--- src/rtl/synth_pkg.sv ---
package synth_pkg;

  // ----------------------------------------------------------------
  // Serial programming word
  // ----------------------------------------------------------------
  localparam int WORD_W     = 17;
  localparam int VALUE_W    = 16;
  localparam int SWALLOW_W  = 6;
  localparam int MAIN_W     = 10;
  localparam int SWALLOW_LSB = 0;
  localparam int MAIN_LSB    = 6;

  // ----------------------------------------------------------------
  // Prescaler moduli and reset settings
  // ----------------------------------------------------------------
  localparam int          PRESC_W      = 7;
  localparam logic [6:0]  PRESC_LOW    = 7'h40;
  localparam logic [6:0]  PRESC_HIGH   = 7'h41;
  localparam logic [15:0] REF_RATIO_RST = 16'h0005;
  localparam logic [9:0]  MAIN_RST      = 10'h005;
  localparam logic [5:0]  SWALLOW_RST   = 6'h00;
  localparam logic        STANDBY_RST   = 1'b1;

  // ----------------------------------------------------------------
  // Synchronised pin bundle positions
  // ----------------------------------------------------------------
  localparam int PIN_N     = 5;
  localparam int PIN_SCLK  = 0;
  localparam int PIN_SDATA = 1;
  localparam int PIN_LOAD  = 2;
  localparam int PIN_VCO   = 3;
  localparam int PIN_REF   = 4;

  // ----------------------------------------------------------------
  // APB register map
  // ----------------------------------------------------------------
  localparam logic [11:0] CONTROL_OFF = 12'h000;
  localparam logic [11:0] STATUS_OFF  = 12'h004;
  localparam logic [11:0] REF_OFF     = 12'h008;
  localparam logic [11:0] VCO_OFF     = 12'h00c;

  localparam int CTL_FORCE_STANDBY = 0;
  localparam int CTL_PUMP_ENABLE   = 1;
  localparam logic [1:0] CONTROL_RST = 2'h2;

  localparam int ST_LOCK    = 0;
  localparam int ST_STANDBY = 1;
  localparam int ST_SELECT  = 2;
  localparam int ST_UP      = 3;
  localparam int ST_DOWN    = 4;

  // ----------------------------------------------------------------
  // Carriers
  // ----------------------------------------------------------------
  typedef struct packed {
    logic       drive;
    logic       oe;
  } pump_t;

  typedef struct packed {
    logic [9:0] main;
    logic [5:0] swallow;
  } vco_setting_t;

  // True when one more step completes a cycle of the given ratio
  function automatic logic at_end(input logic [15:0] cnt, input logic [15:0] ratio);
    logic [16:0] nxt;
    nxt = {1'b0, cnt} + 17'h00001;
    return nxt >= {1'b0, ratio};
  endfunction

endpackage

--- src/rtl/pin_sync.sv ---
`timescale 1ns/1ns
module pin_sync #(
  parameter int W = 5
) (
  // Clock and reset
  input  wire logic         pclk,
  input  wire logic         presetn,
  input  wire logic         ce,
  // Pins
  input  wire logic [W-1:0] din,
  // Synchronised view
  output logic      [W-1:0] level,
  output logic      [W-1:0] rise
);

  logic [W-1:0] s1_ff;
  logic [W-1:0] s2_ff;
  logic [W-1:0] s3_ff;

  // Edge detection looks only at the second and third stages
  assign level = s2_ff;
  assign rise  = s2_ff & ~s3_ff;

  always_ff @(posedge pclk or negedge presetn)
  begin
    if (!presetn)
    begin
      s1_ff <= '0;
      s2_ff <= '0;
      s3_ff <= '0;
    end
    else if (ce)
    begin
      s1_ff <= din;
      s2_ff <= s1_ff;
      s3_ff <= s2_ff;
    end
  end

endmodule

--- src/rtl/ratio_divider.sv ---
`timescale 1ns/1ns
module ratio_divider #(
  parameter int W = 16
) (
  // Clock and reset
  input  wire logic         pclk,
  input  wire logic         presetn,
  input  wire logic         ce,
  // Control
  input  wire logic         clear,
  input  wire logic         tick,
  input  wire logic [W-1:0] ratio,
  // Result
  output logic              done
);

  logic [W-1:0] cnt_ff;
  logic         done_ff;
  logic         wrap;

  assign wrap = synth_pkg::at_end(16'(cnt_ff), 16'(ratio));
  assign done = done_ff;

  always_ff @(posedge pclk or negedge presetn)
  begin
    if (!presetn)
    begin
      cnt_ff  <= '0;
      done_ff <= 1'b0;
    end
    else if (ce)
    begin
      if (clear)
      begin
        cnt_ff  <= '0;
        done_ff <= 1'b0;
      end
      else if (tick)
      begin
        cnt_ff  <= wrap ? '0 : W'(cnt_ff + 1'b1);
        done_ff <= wrap;
      end
      else
        done_ff <= 1'b0;
    end
  end

endmodule

--- src/rtl/serial_pll_divider_control.sv ---
`timescale 1ns/1ns
module serial_pll_divider_control (
  // Clock, reset, enable
  input  wire logic          pclk,
  input  wire logic          presetn,
  input  wire logic          ce,
  // APB slave
  input  wire logic          psel,
  input  wire logic          penable,
  input  wire logic          pwrite,
  input  wire logic [11:0]   paddr,
  input  wire logic [31:0]   pwdata,
  output logic      [31:0]   prdata,
  output logic               pready,
  output logic               pslverr,
  // Serial programming link
  input  wire logic          serial_clk,
  input  wire logic          serial_data,
  input  wire logic          load_strobe,
  // Frequency inputs
  input  wire logic          vco_input,
  input  wire logic          reference_oscillator_input,
  output logic               reference_inverter_output,
  // Loop outputs
  output synth_pkg::pump_t   pump_passive,
  output synth_pkg::pump_t   pump_active,
  output logic               lock_indicator_out,
  output logic               divided_vco_monitor,
  output logic               divided_reference_monitor,
  output logic               ext_pump_ref,
  output logic               ext_pump_vco
);

  // ----------------------------------------------------------------
  // Pin synchronisation
  // ----------------------------------------------------------------
  logic [synth_pkg::PIN_N-1:0] pins;
  logic [synth_pkg::PIN_N-1:0] pin_lvl;
  logic [synth_pkg::PIN_N-1:0] pin_rise;

  assign pins[synth_pkg::PIN_SCLK]  = serial_clk;
  assign pins[synth_pkg::PIN_SDATA] = serial_data;
  assign pins[synth_pkg::PIN_LOAD]  = load_strobe;
  assign pins[synth_pkg::PIN_VCO]   = vco_input;
  assign pins[synth_pkg::PIN_REF]   = reference_oscillator_input;

  // Data and clock share the same delay, so data is sampled where it was set up
  pin_sync #(
    .W (synth_pkg::PIN_N)
  ) u_sync (
    .pclk    (pclk),
    .presetn (presetn),
    .ce      (ce),
    .din     (pins),
    .level   (pin_lvl),
    .rise    (pin_rise)
  );

  // ----------------------------------------------------------------
  // Serial shift register and setting latches
  // ----------------------------------------------------------------
  logic [synth_pkg::WORD_W-1:0]  shift_ff;
  logic [synth_pkg::VALUE_W-1:0] ref_ratio_ff;
  synth_pkg::vco_setting_t       vco_set_ff;
  logic                          standby_ff;
  logic                          select_ff;

  logic [synth_pkg::VALUE_W-1:0] value_word;
  logic                          select_bit;
  logic                          load_now;
  logic                          zero_word;
  synth_pkg::vco_setting_t       nxt_vco_set;

  // Last bit shifted in is the select bit; the value sits above it
  assign select_bit  = shift_ff[0];
  assign value_word  = shift_ff[synth_pkg::WORD_W-1:1];
  assign load_now    = pin_lvl[synth_pkg::PIN_LOAD];
  assign zero_word   = (value_word == 16'h0000);
  assign nxt_vco_set.swallow = value_word[synth_pkg::SWALLOW_LSB +: synth_pkg::SWALLOW_W];
  assign nxt_vco_set.main    = value_word[synth_pkg::MAIN_LSB +: synth_pkg::MAIN_W];

  always_ff @(posedge pclk or negedge presetn)
  begin
    if (!presetn)
      shift_ff <= '0;
    else if (ce && pin_rise[synth_pkg::PIN_SCLK])
      shift_ff <= {shift_ff[synth_pkg::WORD_W-2:0], pin_lvl[synth_pkg::PIN_SDATA]};
  end

  // Load is level sensitive: the latch follows the shifter while the strobe is high
  always_ff @(posedge pclk or negedge presetn)
  begin
    if (!presetn)
    begin
      ref_ratio_ff       <= synth_pkg::REF_RATIO_RST;
      vco_set_ff.main    <= synth_pkg::MAIN_RST;
      vco_set_ff.swallow <= synth_pkg::SWALLOW_RST;
      standby_ff         <= synth_pkg::STANDBY_RST;
      select_ff          <= 1'b0;
    end
    else if (ce && load_now)
    begin
      if (select_bit)
        ref_ratio_ff <= value_word;
      else
        vco_set_ff <= nxt_vco_set;
      standby_ff <= zero_word;
      select_ff  <= select_bit;
    end
  end

  // ----------------------------------------------------------------
  // Control register
  // ----------------------------------------------------------------
  logic [1:0] control_ff;
  logic       halted;
  logic       pump_en;

  assign halted  = standby_ff | control_ff[synth_pkg::CTL_FORCE_STANDBY];
  assign pump_en = control_ff[synth_pkg::CTL_PUMP_ENABLE] & ~halted;

  // ----------------------------------------------------------------
  // Reference divider
  // ----------------------------------------------------------------
  logic ref_div;

  // Ratios below five are the host's to avoid; the counter stays safe anyway
  ratio_divider #(
    .W (synth_pkg::VALUE_W)
  ) u_ref_div (
    .pclk    (pclk),
    .presetn (presetn),
    .ce      (ce),
    .clear   (halted),
    .tick    (pin_rise[synth_pkg::PIN_REF]),
    .ratio   (ref_ratio_ff),
    .done    (ref_div)
  );

  // ----------------------------------------------------------------
  // VCO path: dual-modulus prescaler with swallow and main counters
  // ----------------------------------------------------------------
  logic [synth_pkg::MAIN_W-1:0]    main_cnt_ff;
  logic [synth_pkg::SWALLOW_W-1:0] swallow_cnt_ff;
  logic                            vco_div_ff;
  logic                            presc_done;
  logic                            swallowing;
  logic                            main_wrap;
  logic [synth_pkg::PRESC_W-1:0]   presc_ratio;

  assign swallowing  = swallow_cnt_ff < vco_set_ff.swallow;
  assign presc_ratio = swallowing ? synth_pkg::PRESC_HIGH : synth_pkg::PRESC_LOW;
  assign main_wrap   = synth_pkg::at_end(16'(main_cnt_ff), 16'(vco_set_ff.main));

  ratio_divider #(
    .W (synth_pkg::PRESC_W)
  ) u_prescaler (
    .pclk    (pclk),
    .presetn (presetn),
    .ce      (ce),
    .clear   (halted),
    .tick    (pin_rise[synth_pkg::PIN_VCO]),
    .ratio   (presc_ratio),
    .done    (presc_done)
  );

  // Swallow cycles of 65 then main minus swallow cycles of 64: 64*N + A in total
  always_ff @(posedge pclk or negedge presetn)
  begin
    if (!presetn)
    begin
      main_cnt_ff    <= '0;
      swallow_cnt_ff <= '0;
      vco_div_ff     <= 1'b0;
    end
    else if (ce)
    begin
      if (halted)
      begin
        main_cnt_ff    <= '0;
        swallow_cnt_ff <= '0;
        vco_div_ff     <= 1'b0;
      end
      else if (presc_done)
      begin
        vco_div_ff <= main_wrap;
        if (main_wrap)
        begin
          main_cnt_ff    <= '0;
          swallow_cnt_ff <= '0;
        end
        else
        begin
          main_cnt_ff <= main_cnt_ff + 10'h001;
          if (swallowing)
            swallow_cnt_ff <= swallow_cnt_ff + 6'h01;
        end
      end
      else
        vco_div_ff <= 1'b0;
    end
  end

  // ----------------------------------------------------------------
  // Phase/frequency detector
  // ----------------------------------------------------------------
  logic up_ff;
  logic dn_ff;
  logic nxt_up;
  logic nxt_dn;

  // Both flags set means the edges have met; clearing both leaves the pulse width
  assign nxt_up = (up_ff | ref_div) & ~((up_ff | ref_div) & (dn_ff | vco_div_ff));
  assign nxt_dn = (dn_ff | vco_div_ff) & ~((up_ff | ref_div) & (dn_ff | vco_div_ff));

  always_ff @(posedge pclk or negedge presetn)
  begin
    if (!presetn)
    begin
      up_ff <= 1'b0;
      dn_ff <= 1'b0;
    end
    else if (ce)
    begin
      up_ff <= nxt_up & ~halted;
      dn_ff <= nxt_dn & ~halted;
    end
  end

  // ----------------------------------------------------------------
  // Output stage
  // ----------------------------------------------------------------
  synth_pkg::pump_t nxt_passive;
  synth_pkg::pump_t nxt_active;
  synth_pkg::pump_t passive_ff;
  synth_pkg::pump_t active_ff;
  logic             lock_ff;
  logic             vmon_ff;
  logic             rmon_ff;
  logic             ext_ref_ff;
  logic             ext_vco_ff;
  logic             osc_inv_ff;

  assign nxt_passive.oe    = pump_en & (up_ff ^ dn_ff);
  assign nxt_passive.drive = up_ff;
  assign nxt_active.oe     = pump_en & (up_ff ^ dn_ff);
  assign nxt_active.drive  = dn_ff;

  always_ff @(posedge pclk or negedge presetn)
  begin
    if (!presetn)
    begin
      passive_ff <= '0;
      active_ff  <= '0;
      lock_ff    <= 1'b1;
      vmon_ff    <= 1'b0;
      rmon_ff    <= 1'b0;
      ext_ref_ff <= 1'b0;
      ext_vco_ff <= 1'b0;
      osc_inv_ff <= 1'b1;
    end
    else if (ce)
    begin
      passive_ff <= nxt_passive;
      active_ff  <= nxt_active;
      lock_ff    <= ~(up_ff | dn_ff);
      vmon_ff    <= vco_div_ff;
      rmon_ff    <= ref_div;
      ext_ref_ff <= up_ff;
      ext_vco_ff <= dn_ff;
      osc_inv_ff <= ~(pin_lvl[synth_pkg::PIN_REF] | halted);
    end
  end

  assign pump_passive              = passive_ff;
  assign pump_active               = active_ff;
  assign lock_indicator_out        = lock_ff;
  assign divided_vco_monitor       = vmon_ff;
  assign divided_reference_monitor = rmon_ff;
  assign ext_pump_ref              = ext_ref_ff;
  assign ext_pump_vco              = ext_vco_ff;
  assign reference_inverter_output = osc_inv_ff;

  // ----------------------------------------------------------------
  // APB slave
  // ----------------------------------------------------------------
  logic [31:0] prdata_ff;
  logic        pready_ff;
  logic        pslverr_ff;
  logic        access;
  logic        commit;
  logic        hit;
  logic [31:0] rd_mux;
  logic [31:0] status_word;

  // One wait state keeps every bus output registered
  assign access = psel & penable;
  assign commit = access & pready_ff;
  assign hit    = (paddr == synth_pkg::CONTROL_OFF) | (paddr == synth_pkg::STATUS_OFF) |
                  (paddr == synth_pkg::REF_OFF)     | (paddr == synth_pkg::VCO_OFF);

  assign status_word = {27'h0000000, dn_ff, up_ff, select_ff, halted, lock_ff};
  assign rd_mux = (paddr == synth_pkg::CONTROL_OFF) ? {30'h00000000, control_ff} :
                  (paddr == synth_pkg::STATUS_OFF)  ? status_word :
                  (paddr == synth_pkg::REF_OFF)     ? {16'h0000, ref_ratio_ff} :
                  (paddr == synth_pkg::VCO_OFF)     ? {16'h0000, vco_set_ff} :
                  32'h00000000;

  always_ff @(posedge pclk or negedge presetn)
  begin
    if (!presetn)
    begin
      pready_ff  <= 1'b0;
      pslverr_ff <= 1'b0;
      prdata_ff  <= '0;
    end
    else if (ce)
    begin
      pready_ff  <= access & ~pready_ff;
      pslverr_ff <= access & ~pready_ff & ~hit;
      prdata_ff  <= (access & ~pready_ff & ~pwrite) ? rd_mux : 32'h00000000;
    end
  end

  always_ff @(posedge pclk or negedge presetn)
  begin
    if (!presetn)
      control_ff <= synth_pkg::CONTROL_RST;
    else if (ce && commit && pwrite && paddr == synth_pkg::CONTROL_OFF)
      control_ff <= pwdata[1:0];
  end

  assign prdata  = prdata_ff;
  assign pready  = pready_ff;
  assign pslverr = pslverr_ff;

endmodule

--- config.mk ---
export PLATFORM = sky130hd
export DESIGN_NAME = serial_pll_divider_control
export DESIGN_NICKNAME = d
export VERILOG_FILES = /design/src/rtl/synth_pkg.sv /design/src/rtl/pin_sync.sv /design/src/rtl/ratio_divider.sv /design/src/rtl/serial_pll_divider_control.sv
export SDC_FILE = /design/constraint.sdc
export NUM_CORES = 1
export LEC_CHECK = 0
export ABC_AREA = 1
export ABC_CLOCK_PERIOD_IN_PS = 3800
export BUFFER_PORTS_ARGS = -buffer_cell sky130_fd_sc_hd__clkbuf_2
export CAP_MARGIN = 30
export CORE_MARGIN = 2
export CORE_UTILIZATION = 50
export DETAILED_ROUTE_END_ITERATION = 16
export PLACE_DENSITY_LB_ADDON = 0.1
export SLEW_MARGIN = 20
export SYNTH_ARGS = -nofsm -noshare
export SYNTH_HDL_FRONTEND = slang
export SYNTH_SLANG_ARGS = --single-unit
--- constraint.sdc ---
create_clock -name pclk -period 3.8 [get_ports pclk]
set_input_delay 0.57 -clock pclk [delete_from_list [all_inputs] [get_ports pclk]]
set_output_delay 0.57 -clock pclk [all_outputs]
set_load 0.005 [all_outputs]
### Word-level counts from Yosys, hierarchy flattened

Index checks and enable logic that the tools add are counted.

| word-level totals | value |
|---|---|
| output and inout port bits | 44 |
| register bits | 153 |
| word-level logic and storage cells | 116 |

| cells by class | value |
|---|---|
| equal/unequal tests | 3 |
| add/subtract/negate cells | 7 |
| bitwise operators | 31 |
| mux-type cells | 25 |
| order comparisons | 4 |
| reductions and logical operators | 17 |

Operator list:

| operator | count |
|---|---|
| 16-bit 2-to-1 mux | 8 |
| 10-bit 2-to-1 mux | 3 |
| 12-bit by 4-bit equality test with 1-bit output, second input constant | 2 |
| 6-bit 2-to-1 mux | 4 |
| 7-bit 2-to-1 mux | 3 |
| 16-bit by 1-bit adder with 17-bit output, second input constant | 1 |
| 17-bit by 16-bit >= comparator with 1-bit output | 1 |
| 17-bit by 7-bit >= comparator with 1-bit output | 1 |
| 16-bit by 1-bit adder with 16-bit output, second input constant | 1 |
| 16-bit zero test | 1 |
| 1-bit AND | 12 |
| 12-bit by 3-bit equality test with 1-bit output, second input constant | 1 |
| 12-bit zero test | 1 |
| 10-bit by 1-bit adder with 11-bit output, second input constant | 1 |
| 11-bit by 10-bit >= comparator with 1-bit output | 1 |
| 10-bit by 1-bit adder with 10-bit output, second input constant | 1 |
| 2-bit AND reduction | 5 |
| 7-bit by 1-bit adder with 8-bit output, second input constant | 1 |
| 1-bit NOT | 8 |
| 1-bit OR | 8 |
| 7-bit by 1-bit adder with 7-bit output, second input constant | 1 |
| 1-bit 2-to-1 mux | 7 |
| 6-bit by 1-bit adder with 6-bit output, second input constant | 1 |
| 6-bit less-than comparator | 1 |
| other kinds (7) | 13 |

### Logic depth before layout (Yosys ltp)

Gate-level depths: netlist (run 1).

| logic depth | value |
|---|---|
| depth in word-level cells | 6 |
| mapped depth | 19 |
| depth with buffers taken out | 19 |

### Cells and area by module

From an unflattened synthesis (run 1), not the netlist that was laid out.

| second synthesis, totals | value |
|---|---|
| cell total of the unflattened synthesis | 1032 |
| area, all modules | 8021.4 um^2 |

Modules (own cells, without submodules):

| module | instances | cells an instance | area each (um^2) | seq. area each (um^2) |
|---|---|---|---|---|
| serial_pll_divider_control | 1 | 607 | 5046.1 | 2437.3 |
| ratio_divider (u_ref_div) | 1 | 240 | 1635.3 | 425.4 |
| ratio_divider (u_prescaler) | 1 | 111 | 694.4 | 200.2 |
| pin_sync | 1 | 74 | 645.6 | 375.4 |

### Least setup slack after synthesis (run 1)

No wires, ideal clock.

| path | value |
|---|---|
| kind | register to register |
| start | register u_ref_div.cnt_ff[0] |
| end | register u_ref_div.cnt_ff[5] |
| slack | 1439 ps |
| arrival | 2243 ps |
| period minus slack after synthesis | 2361 ps |
| cell stages (with the launch flop) | 16 |
| data required time | 3682 ps |
| cells stage by stage | dfrtp_1 -> ha_1 -> nand3_2 -> nor2_1 -> nand3_1 -> xor2_1 -> inv_1 -> ha_1 -> nand4_1 -> nor2_1 -> nand2_1 -> nor2_2 -> nand2_8 -> buf_12 -> nand4_1 -> nand2_1 |

| on the way | value |
|---|---|
| longest elaborated chain between the ends | 5 |
| elaborated cells on any way between the ends | 6 |
| classes of those cells | add/sub: 2; order compare: 1; mux: 3 |

RTL lines:

| what | line | source |
|---|---|---|
| start, declared | ratio_divider.sv:17 | `logic [W-1:0] cnt_ff;` |
| start signal, assigned | ratio_divider.sv:40 | `cnt_ff <= wrap ? '0 : W'(cnt_ff + 1'b1);` |
| 16-bit by 1-bit adder with 17-bit output | synth_pkg.sv:68 | `nxt = {1'b0, cnt} + 17'h00001;` |
| 17-bit by 16-bit >= comparator with 1-bit output | synth_pkg.sv:69 | `return nxt >= {1'b0, ratio};` |
| 16-bit 2-to-1 mux * | ratio_divider.sv:40 |  |
| 16-bit 2-to-1 mux * | ratio_divider.sv:38 | `else if (tick)` |
| 16-bit 2-to-1 mux * | ratio_divider.sv:33 | `if (clear)` |

Mark *: on every way between the ends. The rest lies on a longest branch, timed or not. The select of a mux whose other input is x is not followed.
A chain may end at the register's enable or synchronous reset.

### Worst setup path after layout (run 1)

Ends and elaborated chain as after synthesis.

==> impl_metrics.yaml, run 1 <==
power_and_ir_drop:
  p_sw_w: 0.001457
  internal_power_w: 0.002988
  powerDensity_nw_per_um2: 524.9
  total_power_w: 0.004445
  p_seq_frac: 0.390
  comb_power_share: 0.227
  pwr-share-clk: 0.383
  swShare: 0.3278
  ir_drop_mv: 0.3920
  p_leak_nw: 4.274
place:
  placedCellCount: 1146
  port_buffers: 52
  place_congestion: 0.8224
  hpwl_um: 11540
critical_path:
  setup.worst_path.start_class: "register"
  timing.rr.end: "u_ref_div.cnt_ff[5]"
  cpLargestDelayFamily: "simple AND/OR/NAND/NOR gates"
  worstPathArrival_ns: 3.31
  rr_worst_depth: 15
  crit_chain: "ha_1 -> nand3_2 -> inv_1 -> nand2_1 -> nor2_1 -> xor2_1 -> ha_1 -> a21oi_1 -> nor2_1 -> nor2_1 -> nand2_1 -> a21oi_2 -> buf_4 -> nand4_1 -> nand2_1"
  reg2reg_slack_ns: 0.85
  slowest_stage: "a21oi_2"
  crit_buf_inv: 2
  required_ns: 4.16
  rr_startpoint: "u_ref_div.cnt_ff[0]"
  worstPathMaxFanout: 11
  critPathMaxStageDelay_ns: 0.43
  path_class: "register to register"
  endpoint_kind: "register"
timing:
  slew_violations: 0
  max_slew.worst_pin.slew_ns: 0.8151
  rsz0062_at_grt: "false"
  period_minus_slack_ns: 2.948
  period_share: 0.7757
  tns_ns: 0
  skew_ns: 0.009591
  max_freq_mhz: 339.3
  final-hold-violation-count: 0
  setup_viol: 0
  max_slew_margin: 0.4566
  holdWs_ns: 0.2020
global_route:
  grt_use_total: 0.2185
  grt_antenna_before_repair: 0
  grt_pass1_vias: 5475
  grt_max_degree: 89
  grt-ovfl-total: 0
  grt_first_pass_wirelength_um: 27920
min_path:
  min_path_type: "input pin to asynchronous set/reset pin"
floorplan:
  initial_core_util: 0.5139
  die_y_um: 126.5
  die_area_um2: 15990
  die_w_um: 126.5
  io_pins: 99
  core_um2: 14590
  rows: 44
routing:
  vias: 5899
  wirelength_um: 16460
  dr.pass1.iters: 4
  postRouteAntennaNets: 0
  drtIter0Drc: 323
  wl_per_cell_um: 13.95
  drcViolationCount: 0
  routed_via_density: 4.999
logic_synthesis:
  synth_top_area_frac: 0.4239
  ys_types: 48
  syn_area_per_cell_um2: 8.036
  synth_simple_gate_area_frac: 0.2669
  ys_seq_elements: 135
  synth_most_common_cell: "nand2_1"
  synthMuxAreaShare: 0
  yosysWarnings: 0
  synth_top_family_by_area: "simple AND/OR/NAND/NOR gates"
  synth_edf_count: 0
  synthCells: 933
  dominantRegCellSynth: "dfrtp_1"
  yosys.area.top_type: "dfrtp_1"
  synth_area_leaders: "dfrtp_1, nand2_1, ha_1, inv_1, o21ai_0"
  synth_common_cells: "nand2_1, dfrtp_1, inv_1, o21ai_0, nor2_1"
  netlist_area_um2: 7497
  async_reset_ff_frac: 1.000
  yosys.area_share.xor_xnor: 0.03271
  ys_seq_area_frac: 0.4519
  synthAdderAreaFrac: 0.06175
  synth_compound_area_frac: 0.09279
cts:
  insertion_delay_ns: 0.43
  clock-root-buffer: "clkbuf_16"
  cts_hold_buf: 0
  cts_buffers: 17
  cts-htree-levels: 4
  cts_tree: "built"
  cts-resized-gates: 0
  cts.sinks: 135
  post_cts_buffers: 0
  cts_max_path_buffers: 2
  clkTransAtPathRegs_ns: 0.06
run_status:
  outcome: "complete, no violations"
run:
  max_cap_viol_count: 0
final_layout:
  multi_input_area_um2: 3465
  ff_latch_area_um2: 3388
  layout.cells.non_filler: 1180
  nets: 1075
  syn_to_final_growth_pct: 12.95
  nFillCells: 1355
  n_antenna_cell: 0
  layout-drive-gt1-share: 0.1295
## placed cells by master (no fill, tap or decap), types with 8 or more instances in the layout
master,count
clkbuf_2,51
clkbuf_16,17
nor3_1,10
o21ai_1,9
inv_1,110
nand3_1,33
nor2_1,51
o21ai_0,79
xor2_1,22
ha_1,37
nand2_1,298
nand4_1,24
a21oi_1,10
conb_1,16
dfrtp_1,127
o211ai_1,12
dfstp_2,8
## sequential cells by signal, summed over array words and instances, names as in the netlist, 2 cells and up
register and count:
shift_ff 17, prdata 16, ref_ratio_ff 16, u_ref_div.cnt_ff 16
vco_set_ff 16, main_cnt_ff 10, u_prescaler.cnt_ff 7, swallow_cnt_ff 6
u_sync.level 5, u_sync.s1_ff 5, u_sync.s3_ff 3, control_ff 2
## how the worst max path moves through the flow
stage	end	cells past startpoint	from	slack [ns]
2_1_floorplan	u_ref_div.cnt_ff[5]	15	u_ref_div.cnt_ff[0]	1.44
3_3_place_gp	u_ref_div.cnt_ff[4]	15	u_ref_div.cnt_ff[0]	0.90
3_5_place_dp	u_ref_div.cnt_ff[4]	15	u_ref_div.cnt_ff[0]	0.87
4_1_cts	u_ref_div.cnt_ff[5]	15	u_ref_div.cnt_ff[0]	0.84
5_1_grt	u_ref_div.cnt_ff[5]	15	u_ref_div.cnt_ff[0]	0.55
6_report	u_ref_div.cnt_ff[5]	15	u_ref_div.cnt_ff[0]	0.85
## metrics by stage
step	util	cell area [um^2]	setup slack (ns)
after floorplan	-	7553	1.439
after global placement	0.5368	7831	0.8965
after detailed placement	0.5368	7831	0.8728
after CTS	0.5786	8442	0.8359
after global routing	0.5804	8468	0.5468
final	0.5804	8468	0.8524
## area by class of cell
cell class                 instances  share of cell area
clock inverter                    11             0.01773
sequential                       135              0.4001
inverter                         113             0.05009
timing repair buffer              60             0.04137
multi-input combinational        656              0.4091
tap                              184             0.02719
clock buffer                      21             0.05437
## worst reg2reg max path, delay by kind of cell, from the launching register on
family	cells	cell delay [ns]
buffers and inverters	2	0.37
XOR/XNOR	1	0.24
flip-flops	1	0.41
AND/OR/NAND/NOR	8	0.75
adder cells (fa/ha/maj)	2	0.51
AO/OA/AOI/OAI	2	0.59
## power by group through the flow
stage	clock [W]	combinational (W)	sequential, W
2_1_floorplan	0	0.000838	0.00172
3_3_place_gp	0	0.000996	0.00175
3_5_place_dp	0	0.00101	0.00175
4_1_cts	0.00173	0.00101	0.00173
5_1_grt	0.00180	0.00116	0.00175
6_report	0.00170	0.00101	0.00173
## layer usage
| layer | routed length [um] | vias up | global-route usage |
|---|---|---|---|
| li1 | - | 3056 | - |
| met1 | 8412 | 2709 | 0.3241 |
| met2 | 7210 | 110 | 0.3227 |
| met3 | 560 | 24 | 0.04049 |
| met4 | 280 | 0 | 0.07498 |
| met5 | 0 | - | 0 |
## kinds of logic after synthesis
kind of cell | count (synthesis)
simple gates | 451
buf+inv | 157
flops | 135
compound gates | 124
fa+ha+maj | 37
xor+xnor | 28
other cells | 1
Note: power is estimated with default switching activity, not from simulation.
==> inputs of run 2 (changes only) <==
--- a/config.mk
+++ b/config.mk
@@ -6,7 +6,7 @@
 export NUM_CORES = 1
 export LEC_CHECK = 0
 export ABC_AREA = 1
-export ABC_CLOCK_PERIOD_IN_PS = 3800
+export ABC_CLOCK_PERIOD_IN_PS = 2580
 export BUFFER_PORTS_ARGS = -buffer_cell sky130_fd_sc_hd__clkbuf_2
 export CAP_MARGIN = 30
 export CORE_MARGIN = 2
==> constraint.sdc (replaced) <==
create_clock -name pclk -period 2.58 [get_ports pclk]
set_input_delay 0.387 -clock pclk [delete_from_list [all_inputs] [get_ports pclk]]
set_output_delay 0.387 -clock pclk [all_outputs]
set_load 0.005 [all_outputs]
==> impl_metrics.yaml, run 2 (same netlist as run 1, synthesis figures left out) <==
routing:
  wl_per_cell_um: 14.29
  routed_via_density: 5.081
  vias: 6097
  dr.pass1.iters: 5
  drcViolationCount: 0
  postRouteAntennaNets: 0
  drtIter0Drc: 321
  wirelength_um: 17150
cts:
  cts-htree-levels: 4
  clkTransAtPathRegs_ns: 0.06
  clock-root-buffer: "clkbuf_16"
  cts_max_path_buffers: 2
  insertion_delay_ns: 0.42
  cts_buffers: 17
  cts.sinks: 135
  cts_tree: "built"
min_path:
  holdPathStages: 3
  whs_endpoint: "u_sync.s1_ff[3]"
  min_path_type: "input pin to register"
  min_from: "vco_input"
final_layout:
  largest_register_ffs: 17
  n_antenna_cell: 0
  most-common-layout-cells: "nand2_1, dfrtp_1, inv_1, o21ai_0, clkbuf_2"
  largest-register: "shift_ff"
  syn_to_final_growth_pct: 17.51
  layout_commonest_cell: "nand2_1"
  layout-drive-gt1-share: 0.1801
  layout.cells.non_filler: 1200
  nets: 1095
floorplan:
  core_um2: 14590
  die_area_um2: 15990
  initial_core_util: 0.5139
  rows: 44
  io_pins: 99
  die_w_um: 126.5
  die_y_um: 126.5
timing:
  fin_ws_ns: 0.1394
  period_share: 0.9460
  max_slew_margin: 0.5201
  rsz0062_at_grt: "true"
  skew_ns: 0.008825
  max_freq_mhz: 409.7
  slew_violations: 0
  max_slew.worst_pin.slew_ns: 0.7198
  period_minus_slack_ns: 2.441
  setup_viol: 0
  tns_ns: 0
  final-hold-violation-count: 0
power_and_ir_drop:
  p_seq_frac: 0.379
  ir_drop_mv: 0.5142
  powerDensity_nw_per_um2: 761.9
  p_sw_w: 0.002249
  pwr-share-clk: 0.371
  swShare: 0.3350
  comb_power_share: 0.250
  internal_power_w: 0.004463
  p_leak_nw: 4.398
place:
  placedCellCount: 1163
  place_congestion: 0.8141
  pre_cts_ws_ns: 0.06335
  port_buffers: 52
  hpwl_um: 11970
critical_path:
  required_ns: 2.94
  endpoint_kind: "register"
  reg2reg_slack_ns: 0.14
  worstPathMaxFanout: 6
  rr_worst_depth: 16
  worstPathArrival_ns: 2.80
  rr_startpoint: "main_cnt_ff[1]"
  timing.rr.end: "swallow_cnt_ff[4]"
  setup.worst_path.start_class: "register"
  path_class: "register to register"
global_route:
  grt_first_pass_wirelength_um: 28740
  grt_pass1_vias: 5839
  grt_antenna_before_repair: 0
  grt-ovfl-total: 0
  grt_use_total: 0.2240
  grt_max_degree: 56
run_status:
  outcome: "complete, no violations"
run:
  max_cap_viol_count: 0
[run 2: changes by cell type in the layout (fill, tap and decap cells not counted), moves of 3 or more]
cell and delta:
buf_4 +16, nand2_1 -9, nand2_2 +9, ha_1 -5
nor2_1 -5, nor2_4 +4, ha_4 +3, inv_6 +3
nand3_1 -3
[run 2: worst max-delay path, stage by stage (launching register included)]
cell	delay [ns]
dfrtp_1	0.37
ha_2	0.21
nand2_2	0.07
nor2_4	0.15
nand3_2	0.08
xor2_1	0.14
inv_1	0.08
ha_1	0.29
a21o_1	0.16
nor2_1	0.12
nand2_2	0.08
nand2_2	0.09
nand2_4	0.10
buf_4	0.17
nor3_1	0.15
nand2_1	0.07
nand2_1	0.05
[run 2: cell type report]
| class | instances | area (um^2) |
|---|---|---|
| multi-input cells | 657 | 3654 |
| repair buffers | 79 | 508.0 |
| well taps | 184 | 230.2 |
| clock inverters | 14 | 173.9 |
| flip-flops and latches | 135 | 3391 |
| inverters | 113 | 424.2 |
| fillers | 1296 | 5779 |
| clock buffers | 18 | 429.2 |
[run 2: per-layer routing]
layer  global-route usage  up-vias  part of all wire
met3              0.04133       19             0.046
met4              0.07886        0             0.014
met2               0.3507      133              0.46
met5                    0        -                 0
met1               0.3143     2835              0.48
li1                     -     3110                 -
[run 2: power by group through the flow]
stage | Combinational (W) | Sequential, W | Clock, W
6_report | 0.00168 | 0.00255 | 0.00249
5_1_grt | 0.00190 | 0.00258 | 0.00263
4_1_cts | 0.00157 | 0.00255 | 0.00254
3_5_place_dp | 0.00155 | 0.00258 | 0
3_3_place_gp | 0.00154 | 0.00258 | 0
2_1_floorplan | 0.00123 | 0.00254 | 0
[run 2: what timing repair did]
item                       in CTS  in global routing
resized for setup               0                 44
hold endpoints to repair       49                  0
setup buffers                   0                  3
setup endpoints to repair       0                 29
hold buffers                    1                  0
[run 2: worst max path at each step]
stage,from,end,depth (start not counted)
6_report,main_cnt_ff[1],swallow_cnt_ff[4],16
5_1_grt,u_ref_div.cnt_ff[1],u_ref_div.cnt_ff[3],20
4_1_cts,u_ref_div.cnt_ff[1],u_ref_div.done,18
3_5_place_dp,u_ref_div.cnt_ff[0],u_ref_div.done,15
3_3_place_gp,u_ref_div.cnt_ff[1],u_ref_div.cnt_ff[4],15
2_1_floorplan,u_ref_div.cnt_ff[0],u_ref_div.cnt_ff[5],15
[run 2: metrics by stage]
stage               hold WS [ns]  area, um^2    util  power (W)
CTS                       0.1587        8584  0.5884   0.006657
global route              0.1751        8810  0.6039   0.007104
finish                    0.1696        8810  0.6039   0.006712
global placement          0.3964        7964  0.5459   0.004115
detailed placement        0.4010        7971  0.5464   0.004132
floorplan                0.09141        7553       -   0.003770
